[src/core/wcc_regs.vh]
`ifndef WCC_REGS_VH
`define WCC_REGS_VH

// register indices, byte address is four times the index
`define WCC_IDX_CONTROL      3'h0
`define WCC_IDX_PAIR        3'h1
`define WCC_IDX_INSEL       3'h2
`define WCC_IDX_REFLEVEL    3'h5
`define WCC_IDX_IRQCTL      3'h6
`define WCC_IDX_STATUS      3'h7
`define WCC_ADR_IDX         4:2

// reset values and writable bit masks
`define WCC_RST_CONTROL     8'h00
`define WCC_RST_PAIR        8'h00
`define WCC_RST_INSEL       8'h00
`define WCC_RST_REFLEVEL    8'hff
`define WCC_RST_IRQCTL      8'h00
`define WCC_MSK_CONTROL     8'hdf
`define WCC_MSK_PAIR        8'h03
`define WCC_MSK_IRQCTL      8'h31

// field positions
`define WCC_CTL_ENABLE      0
`define WCC_CTL_HYS         2:1
`define WCC_CTL_POWER       4:3
`define WCC_CTL_PIN_OUTPUT_ENABLE       6
`define WCC_CTL_RUNSTBY     7
`define WCC_PAIR_SEL        1:0
`define WCC_INS_NEG         2:0
`define WCC_INS_POS         5:3
`define WCC_INS_STARTLVL    6
`define WCC_INS_INVERT      7
`define WCC_IRQ_EN          0
`define WCC_IRQ_MODE        5:4
`define WCC_STA_FLAG        0
`define WCC_STA_STATE       4
`define WCC_STA_WINPOS      7:6

// encodings
`define WCC_PAIR_OFF        2'h0
`define WCC_PAIR_NEXT1      2'h1
`define WCC_PAIR_NEXT2      2'h2
`define WCC_POS_ABOVE       2'h0
`define WCC_POS_INSIDE      2'h1
`define WCC_POS_BELOW       2'h2
`define WCC_MODE_OUTSIDE    2'h3
`define WCC_EDGE_BOTH       2'h0
`define WCC_EDGE_FALL       2'h2
`define WCC_EDGE_RISE       2'h3

// timing: comparator settle time after enable, clock period
`define WCC_STARTUP_NS      1000
`define WCC_CLK_NS          10
`define WCC_CNT_W           8

`endif

[src/core/wcc_core.v]
// Chosen here: the Wishbone slave port.
`timescale 1ns/1ns
`default_nettype none
`include "wcc_regs.vh"

module wcc_core (
  input  wire        clk_i,
  input  wire        rst_i,
  // wishbone classic slave
  input  wire [4:0]  adr_i,
  input  wire        cyc_i,
  input  wire        stb_i,
  input  wire        we_i,
  input  wire [3:0]  sel_i,
  input  wire [31:0] dat_i,
  output reg  [31:0] dat_o,
  output reg         ack_o,
  // analog core results, asynchronous to clk_i
  input  wire        cmp_raw_i,
  input  wire        pair_next1_raw_i,
  input  wire        pair_next2_raw_i,
  // sleep state from the power controller
  input  wire        sleep_idle_i,
  input  wire        sleep_standby_i,
  input  wire        sleep_powerdown_i,
  // analog core settings
  output wire        analog_enable_o,
  output wire [1:0]  hysteresis_select_o,
  output wire [1:0]  power_profile_o,
  output wire [2:0]  positive_input_select_o,
  output wire [2:0]  negative_input_select_o,
  output wire [7:0]  reference_level_o,
  // pin, event and interrupt
  output wire        pin_out_o,
  output wire        pin_oe_n_o,
  output wire        event_o,
  output wire        irq_o
);

  // startup length rounded up to whole clock cycles
  localparam integer STARTUP_CYC =
    (`WCC_STARTUP_NS + `WCC_CLK_NS - 1) / `WCC_CLK_NS;
  localparam integer STARTUP_END = STARTUP_CYC - 1;
  localparam [`WCC_CNT_W-1:0] STARTUP_LAST = STARTUP_END[`WCC_CNT_W-1:0];
  localparam [`WCC_CNT_W-1:0] CNT_ZERO     = {`WCC_CNT_W{1'b0}};

  // run states
  localparam [1:0] ST_OFF   = 2'h0;
  localparam [1:0] ST_START = 2'h1;
  localparam [1:0] ST_RUN   = 2'h2;

  // window position from the two comparator results
  function [1:0] wcc_position;
    input upper;
    input lower;
    begin
      if (upper) begin
        wcc_position = `WCC_POS_ABOVE;
      end else if (lower) begin
        wcc_position = `WCC_POS_INSIDE;
      end else begin
        wcc_position = `WCC_POS_BELOW;
      end
    end
  endfunction

  // does a position match the selected trigger condition
  function wcc_match;
    input [1:0] pos;
    input [1:0] mode;
    begin
      if (mode == `WCC_MODE_OUTSIDE) begin
        wcc_match = (pos != `WCC_POS_INSIDE);
      end else begin
        wcc_match = (pos == mode);
      end
    end
  endfunction

  reg  [7:0] control;
  reg  [7:0] pair_control;
  reg  [7:0] input_select_control;
  reg  [7:0] reference_level;
  reg  [7:0] interrupt_control;
  reg        comparator_irq_flag;

  reg  [1:0] run_state;
  reg  [1:0] next_run_state;
  reg  [`WCC_CNT_W-1:0] startup_cnt;
  reg        held_level;

  reg  [2:0] sync_self;
  reg  [2:0] sync_pair;
  reg        filt_self;
  reg        filt_pair;
  reg        prev_level;

  wire       enable_bit  = control[`WCC_CTL_ENABLE];
  wire       run_standby = control[`WCC_CTL_RUNSTBY];
  wire       invert_bit  = input_select_control[`WCC_INS_INVERT];
  wire       start_level = input_select_control[`WCC_INS_STARTLVL];
  wire [1:0] pair_sel    = pair_control[`WCC_PAIR_SEL];
  wire [1:0] trig_mode   = interrupt_control[`WCC_IRQ_MODE];
  wire       irq_enable  = interrupt_control[`WCC_IRQ_EN];

  // idle sleep does not enter here at all, so it behaves as active
  wire active = enable_bit & ~sleep_powerdown_i
              & ~(sleep_standby_i & ~run_standby);

  // reserved pair code 3 is treated as window off
  wire window_on = (pair_sel == `WCC_PAIR_NEXT1) |
                   (pair_sel == `WCC_PAIR_NEXT2);
  wire pair_raw  = (pair_sel == `WCC_PAIR_NEXT2) ?
                   pair_next2_raw_i : pair_next1_raw_i;

  // configuration to the analog core; enable gated by sleep, the rest straight from the registers
  assign analog_enable_o         = active;
  assign hysteresis_select_o     = control[`WCC_CTL_HYS];
  assign power_profile_o         = control[`WCC_CTL_POWER];
  assign positive_input_select_o = input_select_control[`WCC_INS_POS];
  assign negative_input_select_o = input_select_control[`WCC_INS_NEG];
  assign reference_level_o       = reference_level;

  // clockless output path: keeps working in standby with clock stopped
  wire [1:0] async_pos   = wcc_position(cmp_raw_i, pair_raw);
  wire       async_level = (window_on ? wcc_match(async_pos, trig_mode)
                                      : cmp_raw_i) ^ invert_bit;
  wire       out_level   = (run_state == ST_RUN) ? async_level
                                                 : held_level;

  assign event_o    = out_level;
  assign pin_out_o  = out_level;
  assign pin_oe_n_o = ~(control[`WCC_CTL_PIN_OUTPUT_ENABLE] & ~sleep_powerdown_i);

  // startup sequencing after enable
  always @* begin
    next_run_state = run_state;
    case (run_state)
      ST_OFF: begin
        if (active) begin
          next_run_state = ST_START;
        end
      end
      ST_START: begin
        if (!active) begin
          next_run_state = ST_OFF;
        end else if (startup_cnt == STARTUP_LAST) begin
          next_run_state = ST_RUN;
        end
      end
      ST_RUN: begin
        if (!active) begin
          next_run_state = ST_OFF;
        end
      end
      default: begin
        next_run_state = ST_OFF;
      end
    endcase
  end

  always @(posedge clk_i) begin
    if (rst_i) begin
      run_state   <= ST_OFF;
      startup_cnt <= CNT_ZERO;
    end else begin
      run_state <= next_run_state;
      if (run_state == ST_START) begin
        startup_cnt <= startup_cnt + 1'b1;
      end else begin
        startup_cnt <= CNT_ZERO;
      end
    end
  end

  // filtered view of the comparator pair, used by all clocked logic
  wire [1:0] filt_pos   = wcc_position(filt_self, filt_pair);
  wire       filt_match = wcc_match(filt_pos, trig_mode);
  wire       filt_level = (window_on ? filt_match : filt_self) ^ invert_bit;

  // held level: startup value while settling, last filtered level once stopped
  always @(posedge clk_i) begin
    if (rst_i) begin
      held_level <= 1'b0;
    end else if (run_state == ST_OFF && active) begin
      held_level <= start_level;
    end else if (run_state == ST_START) begin
      held_level <= start_level;
    end else if (run_state == ST_RUN) begin
      held_level <= filt_level;
    end
  end

  // three flop synchroniser for this comparator; a change counts only
  // once the second and third flops agree, so a metastable first flop
  // never reaches the trigger logic
  always @(posedge clk_i) begin
    if (rst_i) begin
      sync_self <= 3'h0;
      filt_self <= 1'b0;
    end else begin
      sync_self <= {sync_self[1:0], cmp_raw_i};
      if (sync_self[1] == sync_self[2]) begin
        filt_self <= sync_self[2];
      end
    end
  end

  // same for the partner result; the select mux sits ahead of it, so a
  // change of pair select settles through the flops like an input change
  always @(posedge clk_i) begin
    if (rst_i) begin
      sync_pair <= 3'h0;
      filt_pair <= 1'b0;
    end else begin
      sync_pair <= {sync_pair[1:0], pair_raw};
      if (sync_pair[1] == sync_pair[2]) begin
        filt_pair <= sync_pair[2];
      end
    end
  end

  // state bit seen by software holds while not running
  reg        state_bit;
  reg  [1:0] window_position;
  always @(posedge clk_i) begin
    if (rst_i) begin
      state_bit       <= 1'b0;
      window_position <= `WCC_POS_ABOVE;
      prev_level      <= 1'b0;
    end else if (run_state == ST_RUN) begin
      state_bit       <= filt_level;
      window_position <= filt_pos;
      prev_level      <= filt_level;
    end else begin
      prev_level      <= held_level;
    end
  end

  // trigger decode: window entry or selected edge of the output
  reg trigger;
  always @* begin
    trigger = 1'b0;
    if (run_state == ST_RUN) begin
      if (window_on) begin
        trigger = filt_match & ~(prev_level ^ invert_bit);
      end else begin
        case (trig_mode)
          `WCC_EDGE_BOTH: trigger = filt_level ^ prev_level;
          `WCC_EDGE_FALL: trigger = ~filt_level & prev_level;
          `WCC_EDGE_RISE: trigger = filt_level & ~prev_level;
          default:        trigger = 1'b0;
        endcase
      end
    end
  end

  // wishbone: one wait state; read data taken with the request, write at the edge that ends the ack cycle
  wire       bus_req  = cyc_i & stb_i;
  wire       bus_take = bus_req & ~ack_o;
  wire [2:0] reg_idx  = adr_i[`WCC_ADR_IDX];
  wire       wr_hit   = bus_req & ack_o & we_i & sel_i[0];
  wire [7:0] wr_byte  = dat_i[7:0];
  wire       flag_clr = wr_hit & (reg_idx == `WCC_IDX_STATUS) &
                        wr_byte[`WCC_STA_FLAG];

  // one write strobe per register; unmapped indices match none of them
  wire       wr_control = wr_hit & (reg_idx == `WCC_IDX_CONTROL);
  wire       wr_pair    = wr_hit & (reg_idx == `WCC_IDX_PAIR);
  wire       wr_insel   = wr_hit & (reg_idx == `WCC_IDX_INSEL);
  wire       wr_reflvl  = wr_hit & (reg_idx == `WCC_IDX_REFLEVEL);
  wire       wr_irqctl  = wr_hit & (reg_idx == `WCC_IDX_IRQCTL);

  // flag: set wins over a clear in the same cycle
  always @(posedge clk_i) begin
    if (rst_i) begin
      comparator_irq_flag <= 1'b0;
    end else if (trigger) begin
      comparator_irq_flag <= 1'b1;
    end else if (flag_clr) begin
      comparator_irq_flag <= 1'b0;
    end
  end

  assign irq_o = comparator_irq_flag & irq_enable;

  // control: reserved bit stays zero
  always @(posedge clk_i) begin
    if (rst_i) begin
      control <= `WCC_RST_CONTROL;
    end else if (wr_control) begin
      control <= wr_byte & `WCC_MSK_CONTROL;
    end
  end

  // pair select: upper bits reserved
  always @(posedge clk_i) begin
    if (rst_i) begin
      pair_control <= `WCC_RST_PAIR;
    end else if (wr_pair) begin
      pair_control <= wr_byte & `WCC_MSK_PAIR;
    end
  end

  // input select: every bit writable
  always @(posedge clk_i) begin
    if (rst_i) begin
      input_select_control <= `WCC_RST_INSEL;
    end else if (wr_insel) begin
      input_select_control <= wr_byte;
    end
  end

  // reference level: every bit writable
  always @(posedge clk_i) begin
    if (rst_i) begin
      reference_level <= `WCC_RST_REFLEVEL;
    end else if (wr_reflvl) begin
      reference_level <= wr_byte;
    end
  end

  // interrupt control: mode and enable only
  always @(posedge clk_i) begin
    if (rst_i) begin
      interrupt_control <= `WCC_RST_IRQCTL;
    end else if (wr_irqctl) begin
      interrupt_control <= wr_byte & `WCC_MSK_IRQCTL;
    end
  end

  // status byte; bits without a function read zero
  reg [7:0] status_byte;
  always @* begin
    status_byte                  = 8'h00;
    status_byte[`WCC_STA_WINPOS] = window_position;
    status_byte[`WCC_STA_STATE]  = state_bit;
    status_byte[`WCC_STA_FLAG]   = comparator_irq_flag;
  end

  // read mux; unmapped indices read zero
  reg [7:0] rd_byte;
  always @* begin
    rd_byte = 8'h00;
    case (reg_idx)
      `WCC_IDX_CONTROL:  rd_byte = control;
      `WCC_IDX_PAIR:     rd_byte = pair_control;
      `WCC_IDX_INSEL:    rd_byte = input_select_control;
      `WCC_IDX_REFLEVEL: rd_byte = reference_level;
      `WCC_IDX_IRQCTL:   rd_byte = interrupt_control;
      `WCC_IDX_STATUS:   rd_byte = status_byte;
      default:           rd_byte = 8'h00;
    endcase
  end

  // ack drops the cycle after it is given, so a held request is answered
  // only every other cycle; masters must release between transfers
  always @(posedge clk_i) begin
    if (rst_i) begin
      ack_o <= 1'b0;
    end else begin
      ack_o <= bus_take;
    end
  end

  // read data captured when the request is taken and held until the next
  // one, so it stands through the ack cycle
  always @(posedge clk_i) begin
    if (rst_i) begin
      dat_o <= 32'h0000_0000;
    end else if (bus_take) begin
      dat_o <= {24'h00_0000, rd_byte};
    end
  end

endmodule // wcc_core
`default_nettype wire

[config.mk]
export PLATFORM = sky130hd
export DESIGN_NAME = wcc_core
export DESIGN_NICKNAME = d
export VERILOG_FILES = /design/src/core/wcc_core.v
export VERILOG_INCLUDE_DIRS = /design/src /design/src/core
export SDC_FILE = /design/constraint.sdc
export NUM_CORES = 1
export LEC_CHECK = 0
export ABC_AREA = 1
export BUFFER_PORTS_ARGS = -buffer_cell sky130_fd_sc_hd__buf_2
export CORE_UTILIZATION = 49
export DETAILED_ROUTE_END_ITERATION = 10
export PLACE_DENSITY = 0.75
export SYNTH_ARGS = -nofsm -noshare
export SYNTH_HDL_FRONTEND = slang
export SYNTH_SLANG_ARGS = --single-unit
[constraint.sdc]
create_clock -name clk_i -period 2.7 [get_ports clk_i]
set_input_delay 0.135 -clock clk_i [delete_from_list [all_inputs] [get_ports clk_i]]
set_output_delay 0.135 -clock clk_i [all_outputs]
set_load 0.01 [all_outputs]
==> run summary <==
Outcome - finished, final reports clean
First-pass GRT wire length - 10600 um
Site Rows - 28
Die height - 79.9 um
Final Cycle Share - 78.7%
Worst-Margin Slew - 0.841 ns
ANT cells - 0
Number of buffers and inverters on the critical path - 2
Commonest non-fill, non-tap cells in the layout - nand2_1 (79), dfxtp_1 (61), buf_2 (53), nor2_1 (49), inv_1 (44)
Detailed Route Iter0 Violations - 145
Total CTS buffers - 9
Synth top area share - 41.1%
Clk root buf - clkbuf_8
Vias per std cell - 4.94
Psw - 421 uW
FF+latch count, synth - 61
Synth-to-layout area growth - 11.5%
Post-CTS Hold Buffers - 0
Fmax - 471 MHz
Slew Viols, Final - 0
Antenna violations before repair - 0
Slew headroom - 43.9%
Core ar. - 5890 um^2
Final setup vio count - 0
Clk_lat worst skew - 0.35 ns
Die width - 79.9 um
Resized cells post-CTS - 0
Final HPWL DP - 4680 um
Tot Pwr - 1.76 mW
Fin Clk Skew - 0.00788 ns
Max-cap check violation count - 0
EDFF count, synth - 0
Tmin final - 2.12 ns
CP startpoint kind - flop
Internal cell power - 1.34 mW
Routed WL - 6310 um
Worst path cell trace - inv_1 -> ha_1 -> o21ai_0 -> nand2_1 -> o211ai_1 -> nand2_1 -> nand2_1 -> nand2_1 -> o21bai_1 -> buf_2
Setup CP Type - reg -> out
Worst setup margin - 0.576 ns
Clock share of power - 42.4%
Top_reg_cell synth - dfxtp_1
CP max-delay cell - dfxtp_1
Setup repair after global routing missed its margin - false
Pwr per Cell Area - 531 nW/um^2
Layout Nets - 509
Final non-filler cell total - 532
Worst path max stage delay - 0.35 ns
Ports - 108
Drt first pass iters - 4
Final ANT Viol Nets - 0
Placer Congestion - 0.843
WP data arrival - 1.99 ns
Syn Area/Cell - 7.32 um^2
Pin count of the biggest net entering global routing - 33
Cell total after placement - 517
Worst-path fanout max - 3
Sum Neg Setup Slack - 0 ns
Area leader, netlist - dfxtp_1
Vias in the first global route - 2320
Crit path top cell by count - nand2_1
Layout cell share with drive strength beyond 1 - 19.0%
Worst vdd ir - 378 uV
Final hold violation count - 0
Top delay family on crit path - compound AO/OA/AOI/OAI gates
Total track usage - 22.1%
Setup Buffers After CTS - 0
WP data required - 2.57 ns
Syn Inst Count - 406
Pleak - 1.57 nW
Synth Cell Area - 2970 um^2
Total die area - 6380 um^2
Commonest non-fill, non-tap cell in the layout - nand2_1
Clock H-tree levels - 3
Dominant cells by area after synthesis - dfxtp_1 (41%), nand2_1 (10%), buf_4 (8.8%)
Worst min path class - in -> reg
Gate power share - 5.9%
CP Capture Type - primary output
Initial core utilization - 50.5%
Remaining Overflow, GRT - 0
Sequential area share after synthesis - 41.1%
Post-synth ARST share - 0%
Worst slack, placed - 0.635 ns
Vias post-DR - 2626
DRC - 0
Synth cell types - 37
WL/cell - 11.9 um
Seq pwr share - 51.8%
CTS tree - done
CTS Sinks - 61
Switching Fraction - 23.9%
I/O Buffers - 53
Max clock buf depth - 2
Synth warn - 0
Reg clk slew, reported paths - 0.06 ns
-- logic make-up after synthesis --
logic type                 after synthesis  share of synthesized area [%]
adders and majority gates                4                           1.68
and+or+nand+nor                        167                           25.5
buffers and inverters                   91                           16.2
other                                    1                          0.126
DFF                                     61                           41.1
AOI/OAI and AO/OA                       80                           14.9
xor gates and xnor gates                 2                          0.589
-- sequential cells by signal, indices dropped and copies added, names as in the netlist, 3 cells and up --
register	count
interrupt_control	3
sync_pair	3
control	7
input_select_control	8
sync_self	3
reference_level_o	8
dat_o	8
startup_cnt	8
-- worst reg2reg max path: stages, from the launching register on --
cell,delay (ns)
dfxtp_1,0.35
inv_1,0.06
ha_1,0.34
inv_1,0.10
nand3_1,0.10
nand2_1,0.08
nand2_1,0.06
nand2_1,0.08
inv_1,0.04
ha_1,0.25
o21ai_0,0.13
a21oi_1,0.05
o21ai_0,0.13
nand3_1,0.08
a21oi_1,0.13
-- area by class of cell --
| type | instances | area, um^2 |
|---|---|---|
| sequential | 61 | 1220 |
| fill | 596 | 2570 |
| multi-input combinational | 277 | 1360 |
| tap | 75 | 93.8 |
| clock inverter | 1 | 5.00 |
| clock buffer | 14 | 173 |
| timing repair buffer | 53 | 265 |
| inverter | 51 | 199 |
-- layer usage --
layer / vias up / routed length (um) / GRT usage, %
met4: 0 / 117 / 8.04
met5: - / 0 / 0
met1: 1185 / 2890 / 29.9
li1: 1340 / - / -
met2: 89 / 2820 / 33.8
met3: 12 / 480 / 5.49
-- power groups by stage --
stage	registers, mW	clock network [mW]	logic (mW)
final	0.910	0.745	0.103
after detailed placement	0.930	0	0.103
after global placement	0.930	0	0.101
after global routing	0.911	0.801	0.117
after CTS	0.910	0.754	0.103
after floorplan	0.931	0	0.0870
-- Yosys cell counts, drive strengths merged (3+ instances only) --
library cell  count
nand2            81
o21ai            40
buf              35
a21oi            30
nor2             55
nor3              3
a211oi            3
nand4             4
o211ai            3
ha                4
inv              50
clkbuf            5
dfxtp            61
nand3            22
-- per-stage QoR --
| stage | util (%) | hold slack (ns) | cell area (um^2) |
|---|---|---|---|
| floorplan | - | 0.242 | 3060 |
| global placement | 53.3 | 0.380 | 3140 |
| detailed placement | 53.3 | 0.388 | 3140 |
| CTS | 56.3 | 0.0315 | 3310 |
| global route | 56.3 | 0.0400 | 3310 |
| finish | 56.3 | 0.0324 | 3310 |
-- worst paths after layout --
check	startpoint	end	slack (ns)	cells past startpoint
worst max-delay path	pair_control[0]	event_o	0.58	10
worst min-delay path	dat_i[3]	reference_level_o[3]	0.03	3
worst max register to register	pair_control[0]	comparator_irq_flag	0.63	14
worst min register to register	sync_pair[0]	sync_pair[1]	0.40	2
Note: power is estimated with default switching activity, not from simulation.
